[src/verilog/fsp_map.svh]
// register offsets, reset values, duty levels and timing counts
`ifndef FSP_MAP_SVH
`define FSP_MAP_SVH
`define FSP_CLK_HZ 125000000
`define FSP_CLK_MHZ 125
`define FSP_A_MIN_SPEED 16'h0100
`define FSP_A_MAX_SPEED 16'h0101
`define FSP_A_MIN_DUTY 16'h0102
`define FSP_A_MAX_DUTY 16'h0103
`define FSP_A_LIMIT 16'h0109
`define FSP_A_RAMP 16'h0110
`define FSP_A_STATUS 16'h0111
`define FSP_RST_MIN_SPEED 8'h01
`define FSP_RST_MAX_SPEED 8'hFF
`define FSP_RST_MIN_DUTY 8'h00
`define FSP_RST_MAX_DUTY 8'hFF
`define FSP_RST_LIMIT 8'h00
`define FSP_RST_RAMP 8'h00
`define FSP_B_FULL 2
`define FSP_F_STOP 3:0
`define FSP_B_END 0
`define FSP_F_DUR 3:1
`define FSP_B_EXIT 4
`define FSP_DUTY_ONE 11'h400
`define FSP_DUTY_START 11'h029
`define FSP_DUTY_END_LO 11'h0F6
`define FSP_DUTY_END_HI 11'h333
`define FSP_PWM_OUT_HZ 48000
`define FSP_PWM_PERIOD (`FSP_CLK_HZ / `FSP_PWM_OUT_HZ)
`define FSP_SKIP_RPM 304
`define FSP_EXIT_RPM 16'h01F4
`define FSP_EXIT_PCT 97
`define FSP_MIN_HALL_CYCLES 8
`define FSP_POLE_PAIRS 2
`define FSP_SPEED_K (64'd60 * `FSP_CLK_HZ / `FSP_POLE_PAIRS)
`define FSP_SKIP_PERIOD (`FSP_SPEED_K / `FSP_SKIP_RPM)
`define FSP_RAMP_HI_US0 150000
`define FSP_RAMP_HI_US1 760000
`define FSP_RAMP_HI_US2 1510000
`define FSP_RAMP_HI_US3 2280000
`define FSP_RAMP_HI_US4 3040000
`define FSP_RAMP_HI_US5 4560000
`define FSP_RAMP_HI_US6 7600000
`define FSP_RAMP_HI_US7 15200000
`define FSP_RAMP_LO_US0 200
`define FSP_RAMP_LO_US1 480000
`define FSP_RAMP_LO_US2 960000
`define FSP_RAMP_LO_US3 1500000
`define FSP_RAMP_LO_US4 2000000
`define FSP_RAMP_LO_US5 3000000
`define FSP_RAMP_LO_US6 5000000
`define FSP_RAMP_LO_US7 10000000
`define FSP_SPAN_HI (`FSP_DUTY_END_HI - `FSP_DUTY_START)
`define FSP_SPAN_LO (`FSP_DUTY_END_LO - `FSP_DUTY_START)
`define FSP_STEP(us, span) 32'((64'(us) * `FSP_CLK_MHZ) / (span))
`endif

[src/verilog/fsp_pkg.sv]
// types of the fan speed profile block
package fsp_pkg;
   typedef enum logic [2:0] {MODE_CHECK = 3'h1, MODE_SOFT = 3'h2,
      MODE_RUN = 3'h4} fsp_mode_type;
   typedef enum logic [2:0] {OP_DUTY = 3'h1, OP_CURVE = 3'h2,
      OP_SPEED = 3'h4} fsp_op_type;
   typedef struct packed {
      logic wr;
      logic [15:0] addr;
      logic [7:0] wdata;
   } fsp_reg_req_type;
   typedef struct packed {
      logic [7:0] min_speed;
      logic [7:0] max_speed;
      logic [7:0] min_duty;
      logic [7:0] max_duty;
      logic [7:0] limit;
      logic [7:0] ramp;
   } fsp_cfg_type;
   typedef struct packed {
      fsp_cfg_type cfg;
      logic [7:0] rdata;
      logic pos_s1, pos_s2, neg_s1, neg_s2, hall_lvl, hall_d;
      logic pwm_s1, pwm_s2, pwm_d;
      logic [23:0] hall_cnt, hall_period;
      logic [3:0] hall_edges;
      logic [23:0] in_cnt, in_high, in_period, in_hi_lat;
      fsp_op_type op;
      logic busy;
      logic [3:0] idx;
      logic [39:0] rem;
      logic [23:0] den;
      logic [15:0] quo;
      logic [7:0] duty8;
      logic [15:0] speed, target;
      logic force_full;
      fsp_mode_type mode;
      logic [10:0] duty;
      logic [31:0] step_cnt;
      logic signed [31:0] integ;
      logic [11:0] pwm_cnt;
      logic drive_pos, drive_neg, tach_low;
   } fsp_state_type;
endpackage

[src/verilog/fsp_speed_profile.sv]
// soft start ramp, duty to speed curve and speed loop of a fan driver
// Functional notes
// - already above 304 rpm: skip soft start
// - soft start begins at 4% duty
// - end duty select: 24% or 80%
// - ramp from start to end duty
// - ramp rises linearly with equal steps
// - three-bit code picks ramp duration
// - exit on end duty or exit speed
// - exit speed: 97% of target or 500 rpm
// - soft start lasts at least 8 hall cycles
// - after soft start run closed loop
// - hall level picks drive current direction
// - PI loop tracks target from input duty
// - input PWM 25 Hz to 100 kHz measured
// - output PWM fixed at 48 kHz
// - speed codes set curve end points
// - minimum speed code decodes by fixed table
// - min and max input duty registers
// - bit 2 picks over-maximum behaviour
// - bits 3:0 pick under-minimum behaviour
// - linear speed between the duty limits
// - duty code means code over 255
// - over max: hold max speed or 100%
`include "fsp_map.svh"
module fsp_speed_profile #(
   parameter logic [11:0] PWM_PERIOD = 12'(`FSP_PWM_PERIOD),
   parameter logic [23:0] SKIP_PERIOD = 24'(`FSP_SKIP_PERIOD),
   parameter logic [31:0] STEP_HI [0:7] = '{
      `FSP_STEP(`FSP_RAMP_HI_US0, `FSP_SPAN_HI),
      `FSP_STEP(`FSP_RAMP_HI_US1, `FSP_SPAN_HI),
      `FSP_STEP(`FSP_RAMP_HI_US2, `FSP_SPAN_HI),
      `FSP_STEP(`FSP_RAMP_HI_US3, `FSP_SPAN_HI),
      `FSP_STEP(`FSP_RAMP_HI_US4, `FSP_SPAN_HI),
      `FSP_STEP(`FSP_RAMP_HI_US5, `FSP_SPAN_HI),
      `FSP_STEP(`FSP_RAMP_HI_US6, `FSP_SPAN_HI),
      `FSP_STEP(`FSP_RAMP_HI_US7, `FSP_SPAN_HI)},
   parameter logic [31:0] STEP_LO [0:7] = '{
      `FSP_STEP(`FSP_RAMP_LO_US0, `FSP_SPAN_LO),
      `FSP_STEP(`FSP_RAMP_LO_US1, `FSP_SPAN_LO),
      `FSP_STEP(`FSP_RAMP_LO_US2, `FSP_SPAN_LO),
      `FSP_STEP(`FSP_RAMP_LO_US3, `FSP_SPAN_LO),
      `FSP_STEP(`FSP_RAMP_LO_US4, `FSP_SPAN_LO),
      `FSP_STEP(`FSP_RAMP_LO_US5, `FSP_SPAN_LO),
      `FSP_STEP(`FSP_RAMP_LO_US6, `FSP_SPAN_LO),
      `FSP_STEP(`FSP_RAMP_LO_US7, `FSP_SPAN_LO)},
   parameter int P_SHIFT = 4,
   parameter int I_SHIFT = 12
) (
   input wire logic clk_sys_in,
   input wire logic srst_in,
   input wire fsp_pkg::fsp_reg_req_type reg_req_in,
   output logic [7:0] reg_rdata_out,
   input wire logic pwm_cmd_in,
   input wire logic hall_input_pos_in,
   input wire logic hall_input_neg_in,
   output logic drive_pos_out,
   output logic drive_neg_out,
   output logic tach_output_out,
   output logic tach_output_oe_out
);
   import fsp_pkg::*;

   if (PWM_PERIOD < 12'h002 || P_SHIFT > 16 || I_SHIFT > 16 ||
       I_SHIFT < 1)
   begin : g_check
      $error("fsp_speed_profile: unsupported parameter value");
   end

   fsp_state_type st, next_st;
   logic [10:0] end_duty;
   logic speed_ok;

   // minimum speed code table, piecewise linear
   function automatic logic [15:0] min_rpm(input logic [7:0] c);
      logic [15:0] w;
      w = {8'h00, c};
      if (c == 8'h00)
         min_rpm = 16'h0000;
      else if (c <= 8'h53)
         min_rpm = 16'(300 + 10 * (w - 16'h0001));
      else if (c <= 8'h93)
         min_rpm = 16'(1120 + 20 * (w - 16'h0053));
      else if (c <= 8'hCB)
         min_rpm = 16'(2400 + 50 * (w - 16'h0093));
      else
         min_rpm = 16'(5200 + 100 * (w - 16'h00CB));
   endfunction

   // maximum speed code table, piecewise linear
   function automatic logic [15:0] max_rpm(input logic [7:0] c);
      logic [15:0] w;
      w = {8'h00, c};
      if (c <= 8'h29)
         max_rpm = 16'(300 + 20 * w);
      else if (c <= 8'h49)
         max_rpm = 16'(1120 + 40 * (w - 16'h0029));
      else if (c <= 8'h65)
         max_rpm = 16'(2400 + 100 * (w - 16'h0049));
      else
         max_rpm = 16'(5200 + 200 * (w - 16'h0065));
   endfunction

   assign end_duty = st.cfg.ramp[`FSP_B_END] ? `FSP_DUTY_END_HI :
      `FSP_DUTY_END_LO;
   assign speed_ok = st.cfg.ramp[`FSP_B_EXIT] ?
      (st.speed >= `FSP_EXIT_RPM) :
      (st.target != 16'h0000 && 24'(st.speed) * 24'd100 >=
       24'(st.target) * 24'(`FSP_EXIT_PCT));

   always_comb
   begin
      logic hall_rise, pwm_rise, tick, pwm_on;
      logic [39:0] num, dsh;
      logic [7:0] span, stop_th, th5;
      logic [15:0] rpm_l, rpm_h;
      logic [31:0] step_len;
      logic signed [17:0] err;
      logic signed [31:0] ni, pv;
      hall_rise = 1'b0;
      pwm_rise = 1'b0;
      tick = 1'b0;
      pwm_on = 1'b0;
      num = 40'h0;
      dsh = 40'h0;
      span = 8'h00;
      stop_th = 8'h00;
      th5 = 8'h00;
      rpm_l = min_rpm(st.cfg.min_speed);
      rpm_h = max_rpm(st.cfg.max_speed);
      step_len = 32'h0;
      err = 18'sh0;
      ni = 32'sh0;
      pv = 32'sh0;
      next_st = st;
      // register port
      if (reg_req_in.wr)
      begin
         case (reg_req_in.addr)
            `FSP_A_MIN_SPEED: next_st.cfg.min_speed = reg_req_in.wdata;
            `FSP_A_MAX_SPEED: next_st.cfg.max_speed = reg_req_in.wdata;
            `FSP_A_MIN_DUTY: next_st.cfg.min_duty = reg_req_in.wdata;
            `FSP_A_MAX_DUTY: next_st.cfg.max_duty = reg_req_in.wdata;
            `FSP_A_LIMIT: next_st.cfg.limit = reg_req_in.wdata;
            `FSP_A_RAMP: next_st.cfg.ramp = reg_req_in.wdata;
            default: next_st.cfg = st.cfg;
         endcase
      end
      case (reg_req_in.addr)
         `FSP_A_MIN_SPEED: next_st.rdata = st.cfg.min_speed;
         `FSP_A_MAX_SPEED: next_st.rdata = st.cfg.max_speed;
         `FSP_A_MIN_DUTY: next_st.rdata = st.cfg.min_duty;
         `FSP_A_MAX_DUTY: next_st.rdata = st.cfg.max_duty;
         `FSP_A_LIMIT: next_st.rdata = st.cfg.limit;
         `FSP_A_RAMP: next_st.rdata = st.cfg.ramp;
         `FSP_A_STATUS: next_st.rdata = {4'h0, st.force_full, st.mode};
         default: next_st.rdata = 8'h00;
      endcase
      // pin synchronisers
      next_st.pos_s1 = hall_input_pos_in;
      next_st.pos_s2 = st.pos_s1;
      next_st.neg_s1 = hall_input_neg_in;
      next_st.neg_s2 = st.neg_s1;
      next_st.pwm_s1 = pwm_cmd_in;
      next_st.pwm_s2 = st.pwm_s1;
      next_st.pwm_d = st.pwm_s2;
      if (st.pos_s2 != st.neg_s2)
         next_st.hall_lvl = st.pos_s2;
      next_st.hall_d = st.hall_lvl;
      hall_rise = st.hall_lvl && !st.hall_d;
      pwm_rise = st.pwm_s2 && !st.pwm_d;
      // hall period per electrical cycle
      if (hall_rise)
      begin
         next_st.hall_period = st.hall_cnt;
         next_st.hall_cnt = 24'h000000;
         if (st.hall_edges != 4'hF)
            next_st.hall_edges = st.hall_edges + 4'h1;
      end
      else if (st.hall_cnt == 24'hFFFFFF)
         next_st.hall_period = 24'hFFFFFF;
      else
         next_st.hall_cnt = st.hall_cnt + 24'h000001;
      // input high time and period, stuck level after timeout
      if (pwm_rise)
      begin
         next_st.in_period = st.in_cnt;
         next_st.in_hi_lat = st.in_high;
         next_st.in_cnt = 24'h000000;
         next_st.in_high = 24'h000000;
      end
      else if (st.in_cnt == 24'hFFFFFF)
      begin
         next_st.in_period = 24'hFFFFFF;
         next_st.in_hi_lat = st.pwm_s2 ? 24'hFFFFFF : 24'h000000;
      end
      else
      begin
         next_st.in_cnt = st.in_cnt + 24'h000001;
         if (st.pwm_s2)
            next_st.in_high = st.in_high + 24'h000001;
      end
      // shared serial divider: duty, curve, speed in turn
      span = st.cfg.max_duty - st.cfg.min_duty;
      if (!st.busy)
      begin
         case (st.op)
            OP_DUTY:
            begin
               num = 40'(st.in_hi_lat) * 40'd255;
               next_st.den = (st.in_period == 24'h0) ? 24'h000001 :
                  st.in_period;
            end
            OP_CURVE:
            begin
               num = 40'(rpm_h - rpm_l) *
                  40'(8'(st.duty8 - st.cfg.min_duty));
               next_st.den = (span == 8'h00) ? 24'h000001 : 24'(span);
            end
            OP_SPEED:
            begin
               num = 40'(`FSP_SPEED_K);
               next_st.den = st.hall_period;
            end
            default: num = 40'h0;
         endcase
         next_st.rem = num;
         next_st.quo = 16'h0000;
         next_st.idx = 4'hF;
         next_st.busy = 1'b1;
         if (num >= {next_st.den, 16'h0000})
         begin
            next_st.quo = 16'hFFFF;
            next_st.idx = 4'h0;
            next_st.rem = 40'h0;
         end
      end
      else
      begin
         dsh = 40'(st.den) << st.idx;
         if (st.rem >= dsh)
         begin
            next_st.rem = st.rem - dsh;
            next_st.quo[st.idx] = 1'b1;
         end
         if (st.idx == 4'h0)
         begin
            next_st.busy = 1'b0;
            case (st.op)
               OP_DUTY:
               begin
                  next_st.duty8 = next_st.quo[7:0];
                  next_st.op = OP_CURVE;
               end
               OP_CURVE:
               begin
                  th5 = 8'(5 * st.cfg.limit[`FSP_F_STOP]);
                  stop_th = (st.cfg.limit[`FSP_F_STOP] == 4'hF ||
                     st.cfg.min_duty < th5) ? st.cfg.min_duty : th5;
                  next_st.force_full = 1'b0;
                  if (st.duty8 > st.cfg.max_duty)
                  begin
                     next_st.target = rpm_h;
                     next_st.force_full =
                        st.cfg.limit[`FSP_B_FULL];
                  end
                  else if (st.duty8 >= st.cfg.min_duty)
                     next_st.target = rpm_l + next_st.quo;
                  else if (st.cfg.limit[`FSP_F_STOP] != 4'h0 &&
                     st.duty8 < stop_th)
                     next_st.target = 16'h0000;
                  else
                     next_st.target = rpm_l;
                  next_st.op = OP_SPEED;
               end
               OP_SPEED:
               begin
                  next_st.speed = (st.den == 24'hFFFFFF) ? 16'h0000 :
                     next_st.quo;
                  next_st.op = OP_DUTY;
               end
               default: next_st.op = OP_DUTY;
            endcase
         end
         else
            next_st.idx = st.idx - 4'h1;
      end
      // fixed output carrier
      tick = (st.pwm_cnt == PWM_PERIOD - 12'h001);
      next_st.pwm_cnt = tick ? 12'h000 : st.pwm_cnt + 12'h001;
      step_len = st.cfg.ramp[`FSP_B_END] ? STEP_HI[st.cfg.ramp[`FSP_F_DUR]]
         : STEP_LO[st.cfg.ramp[`FSP_F_DUR]];
      case (st.mode)
         MODE_CHECK:
         begin
            if (hall_rise && st.hall_edges >= 4'h2 && // reset rise may be false
               st.hall_cnt <= SKIP_PERIOD)
            begin
               next_st.mode = MODE_RUN;
               next_st.integ = 32'sh0;
            end
            else if (st.hall_cnt > SKIP_PERIOD)
            begin
               next_st.mode = MODE_SOFT;
               next_st.duty = `FSP_DUTY_START;
               next_st.step_cnt = 32'h0;
               next_st.hall_edges = 4'h0;
            end
         end
         MODE_SOFT:
         begin
            if (st.duty < end_duty)
            begin
               if (st.step_cnt + 32'h1 >= step_len)
               begin
                  next_st.duty = st.duty + 11'h001;
                  next_st.step_cnt = 32'h0;
               end
               else
                  next_st.step_cnt = st.step_cnt + 32'h1;
            end
            if ((st.duty >= end_duty || speed_ok) &&
               st.hall_edges >= 4'(`FSP_MIN_HALL_CYCLES))
            begin
               next_st.mode = MODE_RUN;
               next_st.integ = 32'(st.duty) <<< I_SHIFT;
            end
         end
         MODE_RUN:
         begin
            if (st.force_full)
               next_st.duty = `FSP_DUTY_ONE;
            else if (st.target == 16'h0000)
            begin
               next_st.duty = 11'h000;
               next_st.integ = 32'sh0;
            end
            else if (tick)
            begin
               err = $signed({2'b00, st.target}) -
                  $signed({2'b00, st.speed});
               ni = st.integ + 32'(err);
               if (ni < 32'sh0)
                  ni = 32'sh0;
               else if (ni > (32'(`FSP_DUTY_ONE) <<< I_SHIFT))
                  ni = 32'(`FSP_DUTY_ONE) <<< I_SHIFT;
               pv = (ni >>> I_SHIFT) + (32'(err) >>> P_SHIFT);
               if (pv < 32'sh0)
                  pv = 32'sh0;
               else if (pv > 32'(`FSP_DUTY_ONE))
                  pv = 32'(`FSP_DUTY_ONE);
               next_st.integ = ni;
               next_st.duty = 11'(pv);
            end
         end
         default: next_st.mode = MODE_CHECK;
      endcase
      pwm_on = ({st.pwm_cnt, 10'h000} < 22'(st.duty) * 22'(PWM_PERIOD));
      next_st.drive_pos = pwm_on && st.hall_lvl;
      next_st.drive_neg = pwm_on && !st.hall_lvl;
      next_st.tach_low = !st.hall_lvl;
   end

   always_ff @(posedge clk_sys_in)
   begin
      if (srst_in)
      begin
         st <= '0;
         st.cfg <= {`FSP_RST_MIN_SPEED, `FSP_RST_MAX_SPEED,
            `FSP_RST_MIN_DUTY, `FSP_RST_MAX_DUTY, `FSP_RST_LIMIT,
            `FSP_RST_RAMP};
         st.op <= OP_DUTY;
         st.mode <= MODE_CHECK;
      end
      else
         st <= next_st;
   end

   assign reg_rdata_out = st.rdata;
   assign drive_pos_out = st.drive_pos;
   assign drive_neg_out = st.drive_neg;
   assign tach_output_out = 1'b0;
   assign tach_output_oe_out = st.tach_low;
endmodule

[config.mk]
export PLATFORM = sky130hd
export DESIGN_NAME = fsp_speed_profile
export DESIGN_NICKNAME = d
export VERILOG_FILES = /design/src/verilog/fsp_pkg.sv /design/src/verilog/fsp_speed_profile.sv
export VERILOG_INCLUDE_DIRS = /design/src /design/src/verilog
export SDC_FILE = /design/constraint.sdc
export NUM_CORES = 2
export LEC_CHECK = 0
export ABC_CLOCK_PERIOD_IN_PS = 20400
export BUFFER_PORTS_ARGS = -buffer_cell sky130_fd_sc_hd__buf_2
export CAP_MARGIN = 20
export CORE_MARGIN = 2
export CORE_UTILIZATION = 65
export DETAILED_ROUTE_END_ITERATION = 8
export PLACE_DENSITY_LB_ADDON = 0.2
export SLEW_MARGIN = 5
export SYNTH_ARGS = -nofsm -noshare
export SYNTH_HDL_FRONTEND = slang
export SYNTH_SLANG_ARGS = --single-unit
[constraint.sdc]
create_clock -name clk_sys_in -period 20.4 [get_ports clk_sys_in]
set_clock_uncertainty 0.15 [all_clocks]
set_input_delay 2.04 -clock clk_sys_in [delete_from_list [all_inputs] [get_ports clk_sys_in]]
set_output_delay 2.04 -clock clk_sys_in [all_outputs]
set_load 0.02 [all_outputs]
; After elaboration in Yosys (flattened, before gate mapping)
; Memory sizes are Yosys's and may differ from the RTL's.
; Index checks and enable logic that the tools add are counted.
[word_totals]
register_bits = 435
romBits = 512
input_bits = 30
output_inout_bits = 12
n_memories = 2
[mem_list]
columns = memory, words, word_bits, read_ports, rd_clocked_by_memory_dff, wr, line
row1 = (no name shown), 8, 32, 1, 0, 0, fsp_speed_profile.sv:292  ; : STEP_LO[st.cfg.ramp[`FSP_F_DUR]];
row2 = (no name shown), 8, 32, 1, 0, 0, fsp_speed_profile.sv:291  ; step_len = st.cfg.ramp[`FSP_B_END] ? STEP_HI[st.cfg.ramp[`FSP_F_DUR]]
[classes]
addsub = 31
multipliers = 14
n_lt_le_gt_ge = 29
eq_ne = 32
shift = 1
mux = 76
bitwise_logic = 4
reduce_logical = 44
[op_table]
columns = operator, n
row1 = 32-bit two-way mux, 17
row2 = 16-bit two-way mux, 15
row3 = 24-bit two-way mux, 5
row4 = 40-bit case mux with 3 select lines, 1
row5 = 16-bit by 9-bit equality test with 1-bit output (second input constant), 7
row6 = 48-bit two-way mux, 2
row7 = 32-bit case mux with 3 select lines, 1
row8 = 43-bit two-way mux, 2
row9 = 40-bit >= comparator, 2
row10 = 40-bit two-way mux, 2
row11 = 24-bit by 1-bit adder with 24-bit output (second input constant), 3
row12 = 24-bit equality test (second input constant), 3
row13 = 24-bit case mux with 3 select lines, 1
row14 = 11-bit two-way mux, 6
row15 = 5-bit by 32-bit multiplier with 14-bit output (first input constant), 2
row16 = 32-bit case mux with 2 select lines, 1
row17 = 8-bit case mux with 7 select lines, 1
row18 = 46-bit two-way mux, 1
row19 = 45-bit two-way mux, 1
row20 = 44-bit two-way mux, 1
row21 = 24-bit by 4-bit << shifter with 40-bit output, 1
row22 = 40-bit subtractor, 1
row23 = 16-bit by 16-bit subtractor with 17-bit output, 2
row24 = 11-bit case mux with 3 select lines, 1
row25 = 91 further kinds, 152

; Logic depth before layout (Yosys ltp)
[logic_depth]
word_depth = 17
ltp_mapped = 62
mapped_depth_nobuf = 58

; Least setup slack after synthesis
; Ideal clock, no wire load.
[synth_path]
path_kind = reg-to-reg
start = register st[419] (netlist name)
end = register st[212] (netlist name)
setup_time_ps = 91
arrival_ps = 12586
t_required_ps = 20159
path_slack_ps = 7573
path_stages_with_launch = 54
path_buffers = 2
cell_sequence = dfxtp_1 > inv_1 > ha_1 > xor2_1 > ha_1 > ha_1 > inv_1 > fa_1 > inv_1 > ha_1 > nor2b_1 > o21ai_0 > nand2_1 > xnor2_1 > or3b_2 > a211oi_1 > xnor2_1 > o211ai_1 > [... 18 more ...] > nor3_1 > o31ai_1 > mux2i_1 > or2_2 > clkbuf_1 > a21o_1 > ha_1 > a21oi_1 > nor2b_1 > o21ai_0 > a21boi_0 > o21ai_0 > a21oi_1 > or4_1 > nor3_2 > buf_2 > nand2_1 > a311oi_1
[synth_via]
elab_chain_cells = 13
[synth_lines]
columns = element, line
row1 = "start, declared", fsp_speed_profile.sv:70  ; fsp_state_type st, next_st;
row2 = "start signal, assigned", fsp_speed_profile.sv:376  ; st <= next_st;
row3 = 8-bit by 7-bit subtractor with 9-bit output (on tied branches), "fsp_speed_profile.sv:99, fsp_speed_profile.sv:101"
row4 = 5-bit by 32-bit multiplier with 14-bit output / 5-bit by 32-bit multiplier with 13-bit output (equally long branches), "fsp_speed_profile.sv:99, fsp_speed_profile.sv:101"
row5 = 12-bit by 16-bit adder with 16-bit output / 13-bit by 16-bit adder with 16-bit output (equally long branches), "fsp_speed_profile.sv:99, fsp_speed_profile.sv:101"
row6 = 16-bit two-way mux, fsp_speed_profile.sv:98  ; else if (c <= 8'h65)
row7 = 16-bit two-way mux, fsp_speed_profile.sv:96  ; else if (c <= 8'h49)
row8 = 16-bit two-way mux (*), fsp_speed_profile.sv:94  ; if (c <= 8'h29)
row9 = 16-bit by 16-bit subtractor with 17-bit output (*), fsp_speed_profile.sv:216  ; num = 40'(rpm_h - rpm_l) *
row10 = 17-bit by 9-bit multiplier with 26-bit output (*), fsp_speed_profile.sv:216
row11 = 40-bit case mux with 3 select lines (*), fsp_speed_profile.sv:207  ; case (st.op)
row12 = 40-bit two-way mux (*), fsp_speed_profile.sv:205  ; if (!st.busy)
row13 = 40-bit >= comparator, fsp_speed_profile.sv:231  ; if (num >= {next_st.den, 16'h0000})
row14 = 44-bit two-way mux (*), fsp_speed_profile.sv:231
row15 = 45-bit two-way mux (*), fsp_speed_profile.sv:205
; Mark *: on every way between the ends. The rest lies on a longest branch, timed or not. The select of a mux whose other input is x is not followed.
; A chain may end at the register's enable or synchronous reset.

; Worst setup path after layout
[layout_path]
start = register st[419] (netlist name)
end = register st[211] (netlist name)
; The elaborated chain is that of the path after synthesis.

==> metrics <==
Die H=288 um; final worst slack=5.43 ns; Highest Clock Rate=66.8 MHz; clk_lat worst skew=0.64 ns; DP Wirelength=113 mm; I/O Buffers=40; kind of critical path=reg2reg; maximum number of pins on one net before global-route repair=154; vias=46.5k; CTS clk-pin slew, worst paths=0.06 ns; Post-CTS Resized=0; register area share after synthesis=16.6%; share of cells above drive strength 1=4.96%; Syn Area/Cell=7.99 sq um; maximum VDD drop=0.182 mV; crit-path leading delay family=adder cells; most frequent cells in the layout=ha_1, inv_1, nor2_1; Slowest cell on crit path=o31ai_1; initial drt markers=3624; core area=80200 sq um; CTS tree=done; Main synth FF type=dfxtp_1; Post-CTS Setup Inserts=0; Tot Pwr=5430 uW; Post-synth EDFFs=0; CTS Buf Count=51; worst path bufs/invs=8; Routed Antenna Nets=0; status=finished clean; synthesized instance count=6553; initial antenna violation count=1; most frequent CP cell=ha_1; leakage=0.0260 uW; Site Rows=104; Avg Vias per Cell=6.14; Power Dens Cells=98.3 nW/um^2; relative slew slack=25.1%; first-pass GRT wire length=232 mm; min cycle time layout=14.97 ns; Placement Setup Slack=5.61 ns; Final Max Slew Viols=0; worst hold path type=reg2reg; crit start category=flop; Final Hold Vio Count=0; fraction of registers with async set/reset=0%; commonest non-fill, non-tap cell in the layout=ha_1; Root Driver=clkbuf_16; Cell Area, Synth=52400 sq um; Hold-fix buffers, CTS=0; flop-to-flop setup slack=5.43 ns; initial core utilization=65.3%; setup_tns=0 ns; Die Area=82800 sq um; crit path capture type=flop; Worst Path Required=20.79 ns; Max FO, Critical Path=17; fin nets=7534; # clock sinks=434; Tightest Pin Transition=1.11 ns; # setup viols final=0; All-Layer GR Usage=34.3%; CTS H-tree depth=2; Area Overhead vs Synth=5.49%; CTS max path bufs=3; I/O pin cnt=42; # diodes=0; DRC=0; Die Width=288 um; Distinct cells, synth=107; vias in the first global route=44.1k; routability cong.=1.02; RSZ-0062 raised after global routing=no; # Max-Cap Violations=0; Final Cycle Share=73.4%; Synth Warn #=0; Seq cells post-synth=434; crit path DAT=15.36 ns; routed wire length=143 mm; Critical Path Max Stage Delay=0.71 ns; drt pass-1 iters=6; WL/cell=18.9 um; grt ovf=0
[logic make-up after synthesis]
family	share of synthesized area, %
AND/OR/NAND/NOR	17.5
AO/OA/AOI/OAI	20.3
adder cells (fa/ha/maj)	29.0
buffers and inverters	7.08
XOR/XNOR	7.36
flip-flops	16.6
multiplexers	2.05
other	0.00716
[registers in the layout, indices dropped and copies added (netlist names)]
register	cells
drive_pos_out	1
st	418
tach_output_oe_out	1
drive_neg_out	1
reg_rdata_out	8
next_st	5
[metrics by stage]
stage	std cells	area, sq um	hold slack (ns)	utilization (%)
2_1_floorplan	6559	52400	0.264	-
3_3_place_gp	7468	53300	0.268	66.5
3_5_place_dp	7468	53300	0.276	66.5
4_1_cts	7563	55200	0.291	68.9
5_1_grt	7566	55200	0.313	68.9
6_report	7566	55200	0.288	68.9
[synth_stat cells, types with 12 or more instances]
cell        n  area [sq um]
xor2_1    212          1860
o31a_1     16           140
a211oi_1   79           593
nor2_1    681          2560
and2_1     49           307
nor3_1    118           591
nor2b_1    81           507
and4_1     17           149
nor3b_1    23           173
nand2b_1   60           375
o211ai_1   52           390
a221oi_1   17           149
a22o_1     12           105
nand3_1   150           751
xnor2_1   228          2000
a21boi_0   20           150
or2_2      38           238
and3_1     68           425
a22oi_1    50           375
clkbuf_1  206           773
a31oi_1    46           288
inv_1     714          2680
a21oi_1   471          2360
or4_1      15           113
nand3b_1   13          97.6
o22ai_1    29           181
mux2i_1    53           531
a211o_1    18           158
fa_1      291          5830
ha_1      749          9370
mux2_2     26           293
nand2_1   433          1630
or3_1      45           282
o31ai_1    23           173
o21bai_1   42           315
o221ai_1   33           289
a21o_1    133           998
dfxtp_1   434          8690
o21ai_0   398          1990
o21a_1     69           518
o41ai_1    16           140
nand4_1    63           394
buf_1      12          45.0
nor4_1     32           200
a311oi_1   27           236
[per-layer routing]
layer  GRT usage (%)  share of wire, %  up-vias
met4            12.8               4.3        2
met5               0            0.0070        -
met1            46.4                44    21900
met3            4.56               6.6      333
li1                -                 -    22700
met2            55.7                45     1522
[where the power goes]
group / internal [uW] / switching, uW
logic: 1370 / 2060
registers: 913 / 73.9
clock network: 597 / 415
[area by class of cell]
| cell class | instances | area [sq um] |
|---|---|---|
| clock buffers | 62 | 1400 |
| inverters | 717 | 2690 |
| flip-flops and latches | 434 | 8690 |
| repair buffers | 95 | 638 |
| fillers | 6743 | 24900 |
| clock inverters | 33 | 477 |
| multi-input cells | 5165 | 40000 |
| well taps | 1060 | 1330 |
[path summary, 6_finish.rpt]
kind                start      end  cells past startpoint
max reg2reg       st[419]  st[211]                     53
max               st[419]  st[211]                     53
min          next_st[377]  st[377]                      1
min reg2reg  next_st[377]  st[377]                      1
Power figures use the tool's default switching activity.
